## config.mk

```make
export PLATFORM = sky130hd
export DESIGN_NAME = dhp_seq
export DESIGN_NICKNAME = d
export VERILOG_FILES = /design/src/rtl/dhp_pin_sync.v /design/src/rtl/dhp_seq.v
export VERILOG_INCLUDE_DIRS = /design/src /design/src/rtl
export SDC_FILE = /design/constraint.sdc
export NUM_CORES = 1
export LEC_CHECK = 0
export BUFFER_PORTS_ARGS = -buffer_cell sky130_fd_sc_hd__buf_2
export CORE_AREA = 4 4 77 79
export CTS_BUF_LIST = sky130_fd_sc_hd__clkbuf_8 sky130_fd_sc_hd__clkbuf_16
export CTS_CLUSTER_SIZE = 24
export DETAILED_ROUTE_END_ITERATION = 10
export DIE_AREA = 0 0 81 83
export MAX_ROUTING_LAYER = met4
export PLACE_DENSITY_LB_ADDON = 0.2
export RECOVER_POWER = 100
export SYNTH_ARGS = -nofsm -noshare
export SYNTH_HDL_FRONTEND = slang
export SYNTH_SLANG_ARGS = --single-unit
```

## constraint.sdc

```tcl
create_clock -name core_clk -period 2.23 [get_ports core_clk]
set_input_delay 0 -clock core_clk [delete_from_list [all_inputs] [get_ports core_clk]]
set_output_delay 0 -clock core_clk [all_outputs]
set_load 0.02 [all_outputs]
```

## src/rtl/dhp_defines.vh

```
// constants for the dsp host port multiplexed access sequencer
`ifndef DHP_DEFINES_VH
`define DHP_DEFINES_VH
`define DHP_CNT_W        4
`define DHP_ADDR_W       16
`define DHP_DATA_W       16
`define DHP_T1_RST       4'h2
`define DHP_T2_RST       4'h2
`define DHP_T3_RST       4'h1
`define DHP_T4_RST       4'h3
`define DHP_T5_RST       4'h1
`define DHP_T1_MIN       4'h2
`define DHP_T2_MIN       4'h2
`define DHP_T3_MIN       4'h1
`define DHP_SYNC_STAGES  3
`endif

```

## src/rtl/dhp_pin_sync.v

```verilog
// three-stage pin synchroniser with agreement filter
`timescale 1ns/100ps
module dhp_pin_sync (
   core_clk,
   rst,
   pin_in,
   level_q
);
   input  wire core_clk;
   input  wire rst;
   input  wire pin_in;
   output reg  level_q;

   reg s1_q;
   reg s2_q;
   reg s3_q;

   // s1 feeds only s2; the level moves once s2 and s3 agree
   always @(posedge core_clk) begin
      if (rst) begin
         s1_q    <= 1'b0;
         s2_q    <= 1'b0;
         s3_q    <= 1'b0;
         level_q <= 1'b0;
      end else begin
         s1_q <= pin_in;
         s2_q <= s1_q;
         s3_q <= s2_q;
         if (s2_q == s3_q) begin
            level_q <= s3_q;
         end
      end
   end
endmodule // dhp_pin_sync

```

## src/rtl/dhp_seq.v

```verilog
// sequencer for 16-bit multiplexed accesses to a dsp host port
`timescale 1ns/100ps
`include "dhp_defines.vh"
module dhp_seq #(
   parameter CW = `DHP_CNT_W,
   parameter AW = `DHP_ADDR_W,
   parameter DW = `DHP_DATA_W
) (
   core_clk,
   rst,
   req_valid,
   req_write,
   req_addr,
   req_wdata,
   address_phase_count,
   setup_phase_count,
   strobe_phase_count,
   hold_phase_count,
   recovery_phase_count,
   dsp_wait_line,
   req_ready_q,
   done_q,
   cs_n_q,
   host_data_strobe_n_q,
   ad_out_q,
   ad_oe_q,
   rd_n_q,
   busy_q
);
   input  wire          core_clk;
   input  wire          rst;
   input  wire          req_valid;
   input  wire          req_write;
   input  wire [AW-1:0] req_addr;
   input  wire [DW-1:0] req_wdata;
   input  wire [CW-1:0] address_phase_count;
   input  wire [CW-1:0] setup_phase_count;
   input  wire [CW-1:0] strobe_phase_count;
   input  wire [CW-1:0] hold_phase_count;
   input  wire [CW-1:0] recovery_phase_count;
   input  wire          dsp_wait_line;
   output reg           req_ready_q;
   output reg           done_q;
   output reg           cs_n_q;
   output reg           host_data_strobe_n_q;
   output reg  [DW-1:0] ad_out_q;
   output reg           ad_oe_q;
   output reg           rd_n_q;
   output reg           busy_q;

   // one-hot phase states
   localparam [5:0] ST_IDLE = 6'h01;
   localparam [5:0] ST_ADDR = 6'h02;
   localparam [5:0] ST_SETP = 6'h04;
   localparam [5:0] ST_STRB = 6'h08;
   localparam [5:0] ST_HOLD = 6'h10;
   localparam [5:0] ST_RECV = 6'h20;

   reg  [5:0]    state_q;
   reg  [5:0]    state_d;
   reg  [CW-1:0] cnt_q;
   reg  [CW-1:0] cnt_d;
   reg           write_q;
   reg  [DW-1:0] wdata_q;
   reg           wait_seen_q;
   wire          wait_s;

   // clamp a programmed count to its floor so a setting below it cannot break timing
   function [CW-1:0] clamp;
      input [CW-1:0] val;
      input [CW-1:0] floor;
      begin
         clamp = (val < floor) ? floor : val;
      end
   endfunction

   // chip select covers every phase of an access but idle and recovery;
   // the gap it leaves is what the dsp sees as the recovery time
   function sel_on;
      input [5:0] st;
      begin
         sel_on = (st == ST_ADDR) || (st == ST_SETP) ||
                  (st == ST_STRB) || (st == ST_HOLD);
      end
   endfunction

   // the strobe spans setup and strobe phases: it falls one address phase
   // after select, and its width is the setup plus the strobe phase
   function strb_on;
      input [5:0] st;
      begin
         strb_on = (st == ST_SETP) || (st == ST_STRB);
      end
   endfunction

   dhp_pin_sync u_wait_sync (
      .core_clk (core_clk),
      .rst      (rst),
      .pin_in   (dsp_wait_line),
      .level_q  (wait_s)
   );

   // phase sequencing; a phase of count n lasts n+1 bus clocks
   always @* begin
      state_d = state_q;
      cnt_d   = cnt_q;
      case (state_q)
         ST_IDLE: begin
            if (req_valid) begin
               state_d = ST_ADDR; // chip select and address start together
               cnt_d   = clamp(address_phase_count, `DHP_T1_MIN);
            end
         end
         ST_ADDR: begin
            if (wait_s) begin
               cnt_d = cnt_q; // frozen while the dsp stalls
            end else if (cnt_q != {CW{1'b0}}) begin
               cnt_d = cnt_q - 1'b1;
            end else begin
               state_d = ST_SETP;
               cnt_d   = clamp(setup_phase_count, `DHP_T2_MIN);
            end
         end
         ST_SETP: begin
            if (wait_s || wait_seen_q) begin
               cnt_d = cnt_q; // one extra clock after wait drops
            end else if (cnt_q != {CW{1'b0}}) begin
               cnt_d = cnt_q - 1'b1;
            end else begin
               state_d = ST_STRB; // strobe stays low, data already on bus
               cnt_d   = clamp(strobe_phase_count, `DHP_T3_MIN);
            end
         end
         ST_STRB: begin
            if (wait_s) begin
               cnt_d = cnt_q;
            end else if (cnt_q != {CW{1'b0}}) begin
               cnt_d = cnt_q - 1'b1; // pulse width from strobe count
            end else begin
               state_d = ST_HOLD; // strobe rises
               cnt_d   = hold_phase_count;
            end
         end
         ST_HOLD: begin
            if (cnt_q != {CW{1'b0}}) begin
               cnt_d = cnt_q - 1'b1; // write data still driven
            end else begin
               state_d = ST_RECV;
               cnt_d   = recovery_phase_count;
            end
         end
         ST_RECV: begin
            if (cnt_q != {CW{1'b0}}) begin
               cnt_d = cnt_q - 1'b1; // idle gap
            end else begin
               state_d = ST_IDLE;
            end
         end
         default: begin
            state_d = ST_IDLE;
            cnt_d   = {CW{1'b0}};
         end
      endcase
   end

   // state, capture of the request and registered pins
   always @(posedge core_clk) begin
      if (rst) begin
         state_q              <= ST_IDLE;
         cnt_q                <= {CW{1'b0}};
         write_q              <= 1'b0;
         wdata_q              <= {DW{1'b0}};
         wait_seen_q          <= 1'b0;
         req_ready_q          <= 1'b0;
         done_q               <= 1'b0;
         cs_n_q               <= 1'b1;
         host_data_strobe_n_q <= 1'b1;
         ad_out_q             <= {DW{1'b0}};
         ad_oe_q              <= 1'b0;
         rd_n_q               <= 1'b1;
         busy_q               <= 1'b0;
      end else begin
         state_q     <= state_d;
         cnt_q       <= cnt_d;
         wait_seen_q <= (state_q == ST_SETP) && wait_s;
         req_ready_q <= (state_d == ST_IDLE) && !(state_q == ST_IDLE && req_valid);
         done_q      <= (state_q == ST_RECV) && (state_d == ST_IDLE);
         busy_q      <= (state_d != ST_IDLE);
         cs_n_q      <= !sel_on(state_d);
         // strobe falls on the step into setup, a full address phase after select
         // so the delay is address count plus one; only counts up to 3 meet it, as 0 and 1 clamp to 2
         host_data_strobe_n_q <= !strb_on(state_d); // width setup plus strobe
         // multiplexed bus: address first, then write data
         if (state_q == ST_IDLE && req_valid) begin
            write_q  <= req_write;
            wdata_q  <= req_wdata;
            rd_n_q   <= req_write;
            ad_out_q <= req_addr[DW-1:0];
            ad_oe_q  <= 1'b1;
         end else if (state_q == ST_ADDR && state_d == ST_SETP) begin
            ad_out_q <= write_q ? wdata_q : {DW{1'b0}};
            ad_oe_q  <= write_q;
         end else if (state_q == ST_HOLD && state_d == ST_RECV) begin
            ad_oe_q  <= 1'b0; // release after hold
            rd_n_q   <= 1'b1;
         end
      end
   end
endmodule // dhp_seq

```

==> results.md, run 1 <==
- Status: finished, violations left
- Violated checks: hold timing
- Die height: 83 um
- Postcts setup bufs: 0
- Critical Path End Type: register
- Drt pass-1 iters: 4
- Max incr delay on CP: 600 ps
- # DRC: 0
- Mapped cell area: 2640 um^2
- CTS tree: yes
- Final Hold Viols: 3
- Total GRT Usage: 22.1%
- FF-to-FF setup slack: 140 ps
- Reg-to-reg startpoint: cnt_q[0]
- Synth Area per Inst: 8.40 um^2
- Top delay family on crit path: simple AND/OR/NAND/NOR gates
- Pin count of the biggest net entering global routing: 30
- Vias per std cell: 5.49
- Slew Limit Fails: 0
- Fin Hold WS: -28.6 ps
- Syn nets: 373
- Top fanout value on the critical path: 6
- Vias in the first global route: 2564
- Port Buffers: 79
- Critical path data required time: 2480 ps
- Worst hold stages: 3
- Num rows: 27
- Fmax: 0.478 GHz
- Time the worst path needs with I/O delays and setup: 2090 ps
- Post-synth EDFFs: 0
- Die area: 6720 um^2
- FF-to-FF path depth: 7
- Layout Skew: 8.87 ps
- Initial antenna violation count: 0
- Startpoint class of the critical path: register
- DP Cell Count: 455
- Cell Area, Placed: 3100 um^2
- Setup TNS: 0 ps
- Antenna diodes: 0
- Num ports: 80
- Num CTS Buffers: 5
- Slew HR: 8.12%
- Clock tree buffer depth: 2
- Share of cells above drive strength 1: 20.6%
- Yosys reg bits: 55
- Core footprint: 5340 um^2
- Reg-to-Reg End: cs_n_q
- Vias: 2684
- Hold Crit Class: in2reg
- Final non-filler cell total: 489
- Area Overhead vs Synth: 28.4%
- VDD IR max: 521 uV
- Initial Util: 49.4%
- Leakage: 1.32 nW
- Period utilisation layout: 93.9%
- # nets final: 475
- Final WS setup: 137 ps
- Hpwl dp: 4980 um
- Yosys warnings: 0
- Hold path endpoint: ad_out_q[1]
- Ys async rst share: 0%
- Worst Hold Launch: req_addr[1]
- Finished layout cell area: 3390 um^2
- Final WL: 7220 um
- Worst skew pair latency: 300 ps
- CP cell instances: inv_1, ha_1, or4b_1, o211ai_1, a41oi_1, nor2_1, a41o_1
- Max-cap violation count: 0
- Antenna viol nets, final: 0
- Worst Path Buf+Inv: 1
- Global-route wire length before repair: 11800 um
- Sequential area share after synthesis: 41.7%
- RSZ-0062 raised after global routing: no
- PwrDens: 621 nW/um^2
- Pre-CTS WS: 126 ps
- WL/cell: 14.8 um
- Finish-stage setup viols: 0
- Synth cell types: 54
- Top FF cell, synth: dfxtp_1
- Setup CP Type: reg2reg
- Clock Root Buffer: clkbuf_8
- DR iter-0 viols: 184
- Slowest CP cell: or4b_1
- Measured slew at the worst slew-check pin: 1380 ps
- GP Congestion: 0.949
- Arr. time, crit path: 2340 ps
- Grt ovf: 0
- Die Span X: 81 um
- Clk slew on worst S/H paths: 100 ps
- H-tree depth: 2
- Clock sinks: 55
- Syn Inst Count: 314
## stage by stage
stage,utilization [%],power [mW]
detailed placement,58.1,1.57
global placement,58.1,1.57
CTS,64.5,2.12
global route,63.5,2.19
floorplan,-,1.42
finish,63.5,2.10
## worst max-delay path by stage
stage / end / slack (ps) / from / cells after the start
global route: cnt_q[3] / 20 / cnt_q[0] / 7
finish: cs_n_q / 140 / cnt_q[0] / 7
floorplan: cnt_q[3] / 340 / cnt_q[0] / 8
CTS: cnt_q[3] / 100 / cnt_q[0] / 7
detailed placement: cnt_q[3] / 130 / cnt_q[0] / 7
global placement: cnt_q[3] / 170 / cnt_q[0] / 7
## power breakdown
group          total, mW  internal (mW)  switching, mW
combinational      0.474          0.201          0.274
clock              0.527          0.213          0.314
sequential          1.10           1.05         0.0523
total               2.10           1.46          0.640
## synth_stat cells, types with 2 or more instances
library cell / count / share of area, %
nor2b_1: 9 / 2.1
a311oi_1: 10 / 3.3
nor2_1: 25 / 3.6
dfxtp_1: 55 / 42
inv_1: 5 / 0.71
nor4_1: 2 / 0.47
a31oi_1: 3 / 0.71
nand4_1: 2 / 0.47
buf_6: 2 / 0.85
o211ai_1: 5 / 1.4
and4_1: 2 / 0.66
nor3b_1: 2 / 0.57
nand3_1: 33 / 6.3
a32oi_1: 3 / 1.0
a41oi_1: 2 / 0.66
clkbuf_1: 12 / 1.7
o22ai_1: 2 / 0.47
buf_4: 2 / 0.57
nor4_4: 2 / 1.6
a311oi_2: 8 / 4.6
and2_1: 5 / 1.2
buf_2: 5 / 0.95
o21ai_0: 4 / 0.76
a21oi_1: 24 / 4.6
ha_1: 2 / 0.95
nand2_1: 58 / 8.3
o21ai_1: 3 / 0.57
## repair_timing
action,4_1_cts,5_1_grt
resized for setup,0,1
endpoints found under the setup margin,0,2
endpoints found under the hold margin,27,0
hold buffers,26,0
## layout by cell type (no fill, tap or decap), types with 2 or more instances in the layout
cell type and count:
nand2_1 58, dfxtp_1 55, buf_2 55, nand3_1 33, dlygate4sd3_1 26, nor2_1 25
clkbuf_1 25, a21oi_1 24, a311oi_1 13, buf_4 10, nor2b_1 9, inv_1 7
o21ai_0 6, o211ai_1 5, a311oi_2 5, clkbuf_8 5, and2_1 3, a32oi_1 3
a31oi_1 3, nor4_4 2, nor3b_1 2, nand4_1 2, nor4_1 2, and4_1 2
a41oi_1 2, o22ai_1 2, and2_0 2, ha_1 2
## layer usage
metal | global-route usage (%) | vias up | part of all wire, %
met3 | 3.58 | 5 | 5.3
li1 | - | 1337 | -
met5 | - | - | 0
met1 | 29.6 | 1266 | 46
met2 | 35.3 | 76 | 47
met4 | 4.45 | 0 | 0.82
## sequential cells by signal, indices dropped and copies added, names as in the netlist
register and flops:
write_q 1, ad_out_q 16, u_wait_sync.level_q 1, ad_oe_q 1, host_data_strobe_n_q 1, wait_seen_q 1
busy_q 1, done_q 1, u_wait_sync.s3_q 1, wdata_q 16, req_ready_q 1, u_wait_sync.s2_q 1
cs_n_q 1, state_q 6, cnt_q 4, rd_n_q 1, u_wait_sync.s1_q 1
## cells by family after synthesis
group	after synthesis	synth area share (%)
DFF	55	41.7
AOI/OAI and AO/OA	75	21.9
and+or+nand+nor	153	29.8
xor gates and xnor gates	2	0.664
adders and majority gates	2	0.949
buffers and inverters	27	4.93
## worst min-delay path, cell delays in order
cell	delay, ps
buf_2	90
nor2_1	90
a311oi_1	50
## layout make-up
class	instances	area [um^2]
Sequential cell	55	1100
Fill cell	524	1950
Tap cell	72	90.1
Clock buffer	5	68.8
Inverter	5	18.8
Clock inverter	3	12.5
Timing Repair Buffer	117	709
Multi-Input combinational cell	232	1390
Power figures use the tool's default switching activity.
==> run 2, diff against run 1 <==
- clock period: 2.23 -> 2.15 ns (I/O delays scaled with it)
==> results.md, run 2 (synthesized netlist as in run 1, its figures left out) <==
- Vias: 2656 (-1.0%)
- Reg-to-Reg End: cs_n_q
- CP cell instances: inv_1, ha_1, nor4b_2, a31oi_1, a41oi_1, nor2_1, a41o_1
- Period utilisation layout: 91.8% (-2.1 points)
- Antenna diodes: 0 (unchanged)
- # nets final: 478 (+0.63%)
- Critical Path End Type: register
- Time the worst path needs with I/O delays and setup: 1970 ps (-120 ps)
- Die height: 83 um (unchanged)
- Worst Hold Launch: req_addr[12]
- Critical path data required time: 2360 ps (-120 ps)
- Global-route wire length before repair: 11900 um (+0.65%)
- Measured slew at the worst slew-check pin: 666 ps (-712 ps)
- Cell Area, Placed: 3100 um^2 (about the same)
- Initial antenna violation count: 0 (unchanged)
- Reg-to-reg startpoint: cnt_q[0]
- Num CTS Buffers: 5 (unchanged)
- Clock sinks: 55 (unchanged)
- RSZ-0062 raised after global routing: no
- H-tree depth: 2 (unchanged)
- Slew Limit Fails: 0 (unchanged)
- Final WL: 7100 um (-1.6%)
- Worst Path Buf+Inv: 1 (unchanged)
- Layout Skew: 8.79 ps (-0.0840 ps)
- Num rows: 27 (unchanged)
- Clk slew on worst S/H paths: 100 ps (about the same)
- Core Util, Final: 65.2% (+1.8 points)
- Num ports: 80 (unchanged)
- Die Span X: 81 um (unchanged)
- CTS tree: yes
- Fmax: 0.507 GHz (+6.1%)
- VDD IR max: 489 uV (-6.2%)
- Worst skew pair latency: 310 ps (about the same)
- Max incr delay on CP: 450 ps (-150 ps)
- Status: completed
- Arr. time, crit path: 2180 ps (-160 ps)
- Max-cap violation count: 0 (unchanged)
- Slew HR: 55.5% (+47 points)
- Die area: 6720 um^2 (unchanged)
- PwrDens: 670 nW/um^2 (+7.8%)
- Core footprint: 5340 um^2 (unchanged)
- Top Registers: ad_out_q: 16 flops, wdata_q: 16 flops, state_q: 6 flops
- Top delay family on crit path: compound AO/OA/AOI/OAI gates
- Finished layout cell area: 3480 um^2 (+2.8%)
- Initial Util: 49.4% (unchanged)
- Port Buffers: 79 (unchanged)
- Total GRT Usage: 22.6% (+0.47 points)
- Slowest CP cell: nor4b_2
- Hpwl dp: 4830 um (-3.0%)
- Clock tree buffer depth: 2 (unchanged)
- Clock Root Buffer: clkbuf_8
- Finish-stage setup viols: 0 (unchanged)
- Hold Crit Class: in2reg
- Grt ovf: 0 (unchanged)
- Hold path endpoint: ad_out_q[12]
- Share of cells above drive strength 1: 21.2% (+0.57 points)
- Vias per std cell: 5.40 (-1.6%)
- Most frequent cells in the layout: nand2_1, buf_2, dfxtp_1
- WL/cell: 14.4 um (-2.2%)
- Drt pass-1 iters: 4 (unchanged)
- Final Hold Viols: 0 (-3)
- Postcts setup bufs: 0 (unchanged)
- Pin count of the biggest net entering global routing: 53 (+77%)
- Setup CP Type: reg2reg
- Crit path launch: cnt_q[0]
- Fin Hold WS: 12.6 ps (+41.2 ps)
- Leakage: 1.35 nW (+2.4%)
- # DRC: 0 (unchanged)
- FF-to-FF path depth: 7 (unchanged)
- Worst hold stages: 3 (unchanged)
- Vias in the first global route: 2560 (-0.16%)
- DR iter-0 viols: 188 (+2.2%)
- Leading cell type in the layout, fill and taps excluded: nand2_1
- Antenna viol nets, final: 0 (unchanged)
- Area Overhead vs Synth: 32.0%
- GP Congestion: 0.942 (-0.79%)
- Top fanout value on the critical path: 6 (unchanged)
- Startpoint class of the critical path: register
- Setup TNS: 0 ps (unchanged)
- FF-to-FF setup slack: 180 ps (+40 ps)
[run 2: cell types whose count changed in the layout (fill, tap and decap cells not counted), sizes merged]
cell / before / now
clkinv: 1 / 0
clkbuf: 31 / 30
dlygate4sd3: 26 / 31
bufinv: 0 / 1
buf: 65 / 64
[run 2: power breakdown]
group	leakage (nW)	internal, mW	switching (mW)	total (mW)
logic	0.835	0.218	0.283	0.501
registers	0.452	1.09	0.0535	1.14
clock network	0.0599	0.348	0.341	0.688
[run 2: layout make-up]
type,instances,area (um^2)
Multi-Input combinational cell,232,1400
Clock inverter,3,42.5
Tap cell,72,90.1
Clock buffer,5,68.8
Inverter,5,18.8
Fill cell,514,1860
Sequential cell,55,1100
Timing Repair Buffer,120,758
[run 2: worst reg2reg max path: cells and delay by family, from the launching register on]
family | cells | cell delay [ps]
DFF | 1 | 360
adders and majority gates | 1 | 190
and+or+nand+nor | 2 | 520
buffers and inverters | 1 | 90
AOI/OAI and AO/OA | 3 | 720
[run 2: worst max path at each step]
stage,to,slack (ps),cells past startpoint
3_3_place_gp,cnt_q[3],160,7
4_1_cts,cs_n_q,110,7
2_1_floorplan,cnt_q[3],260,8
6_report,cs_n_q,180,7
5_1_grt,ad_out_q[7],20,5
3_5_place_dp,cs_n_q,140,7
[run 2: layer usage]
layer  GRT usage [%]  part of all wire [%]
met4            5.68                   1.1
met1            29.5                    45
met3            4.12                   5.0
met2            35.9                    49
met5               -                     0
[run 2: through the flow]
stage	instances	power [mW]	worst slack, ps
3_3_place_gp	453	1.62	157
5_1_grt	492	2.45	17.2
3_5_place_dp	453	1.63	138
6_report	492	2.33	177
2_1_floorplan	314	1.47	261
4_1_cts	492	2.36	112
[run 2: repair_timing]
item                                    in CTS  in global routing
endpoints found under the setup margin       0                  2
gates resized for setup                      0                  1
hold buffers                                31                  0
endpoints found under the hold margin       32                  0
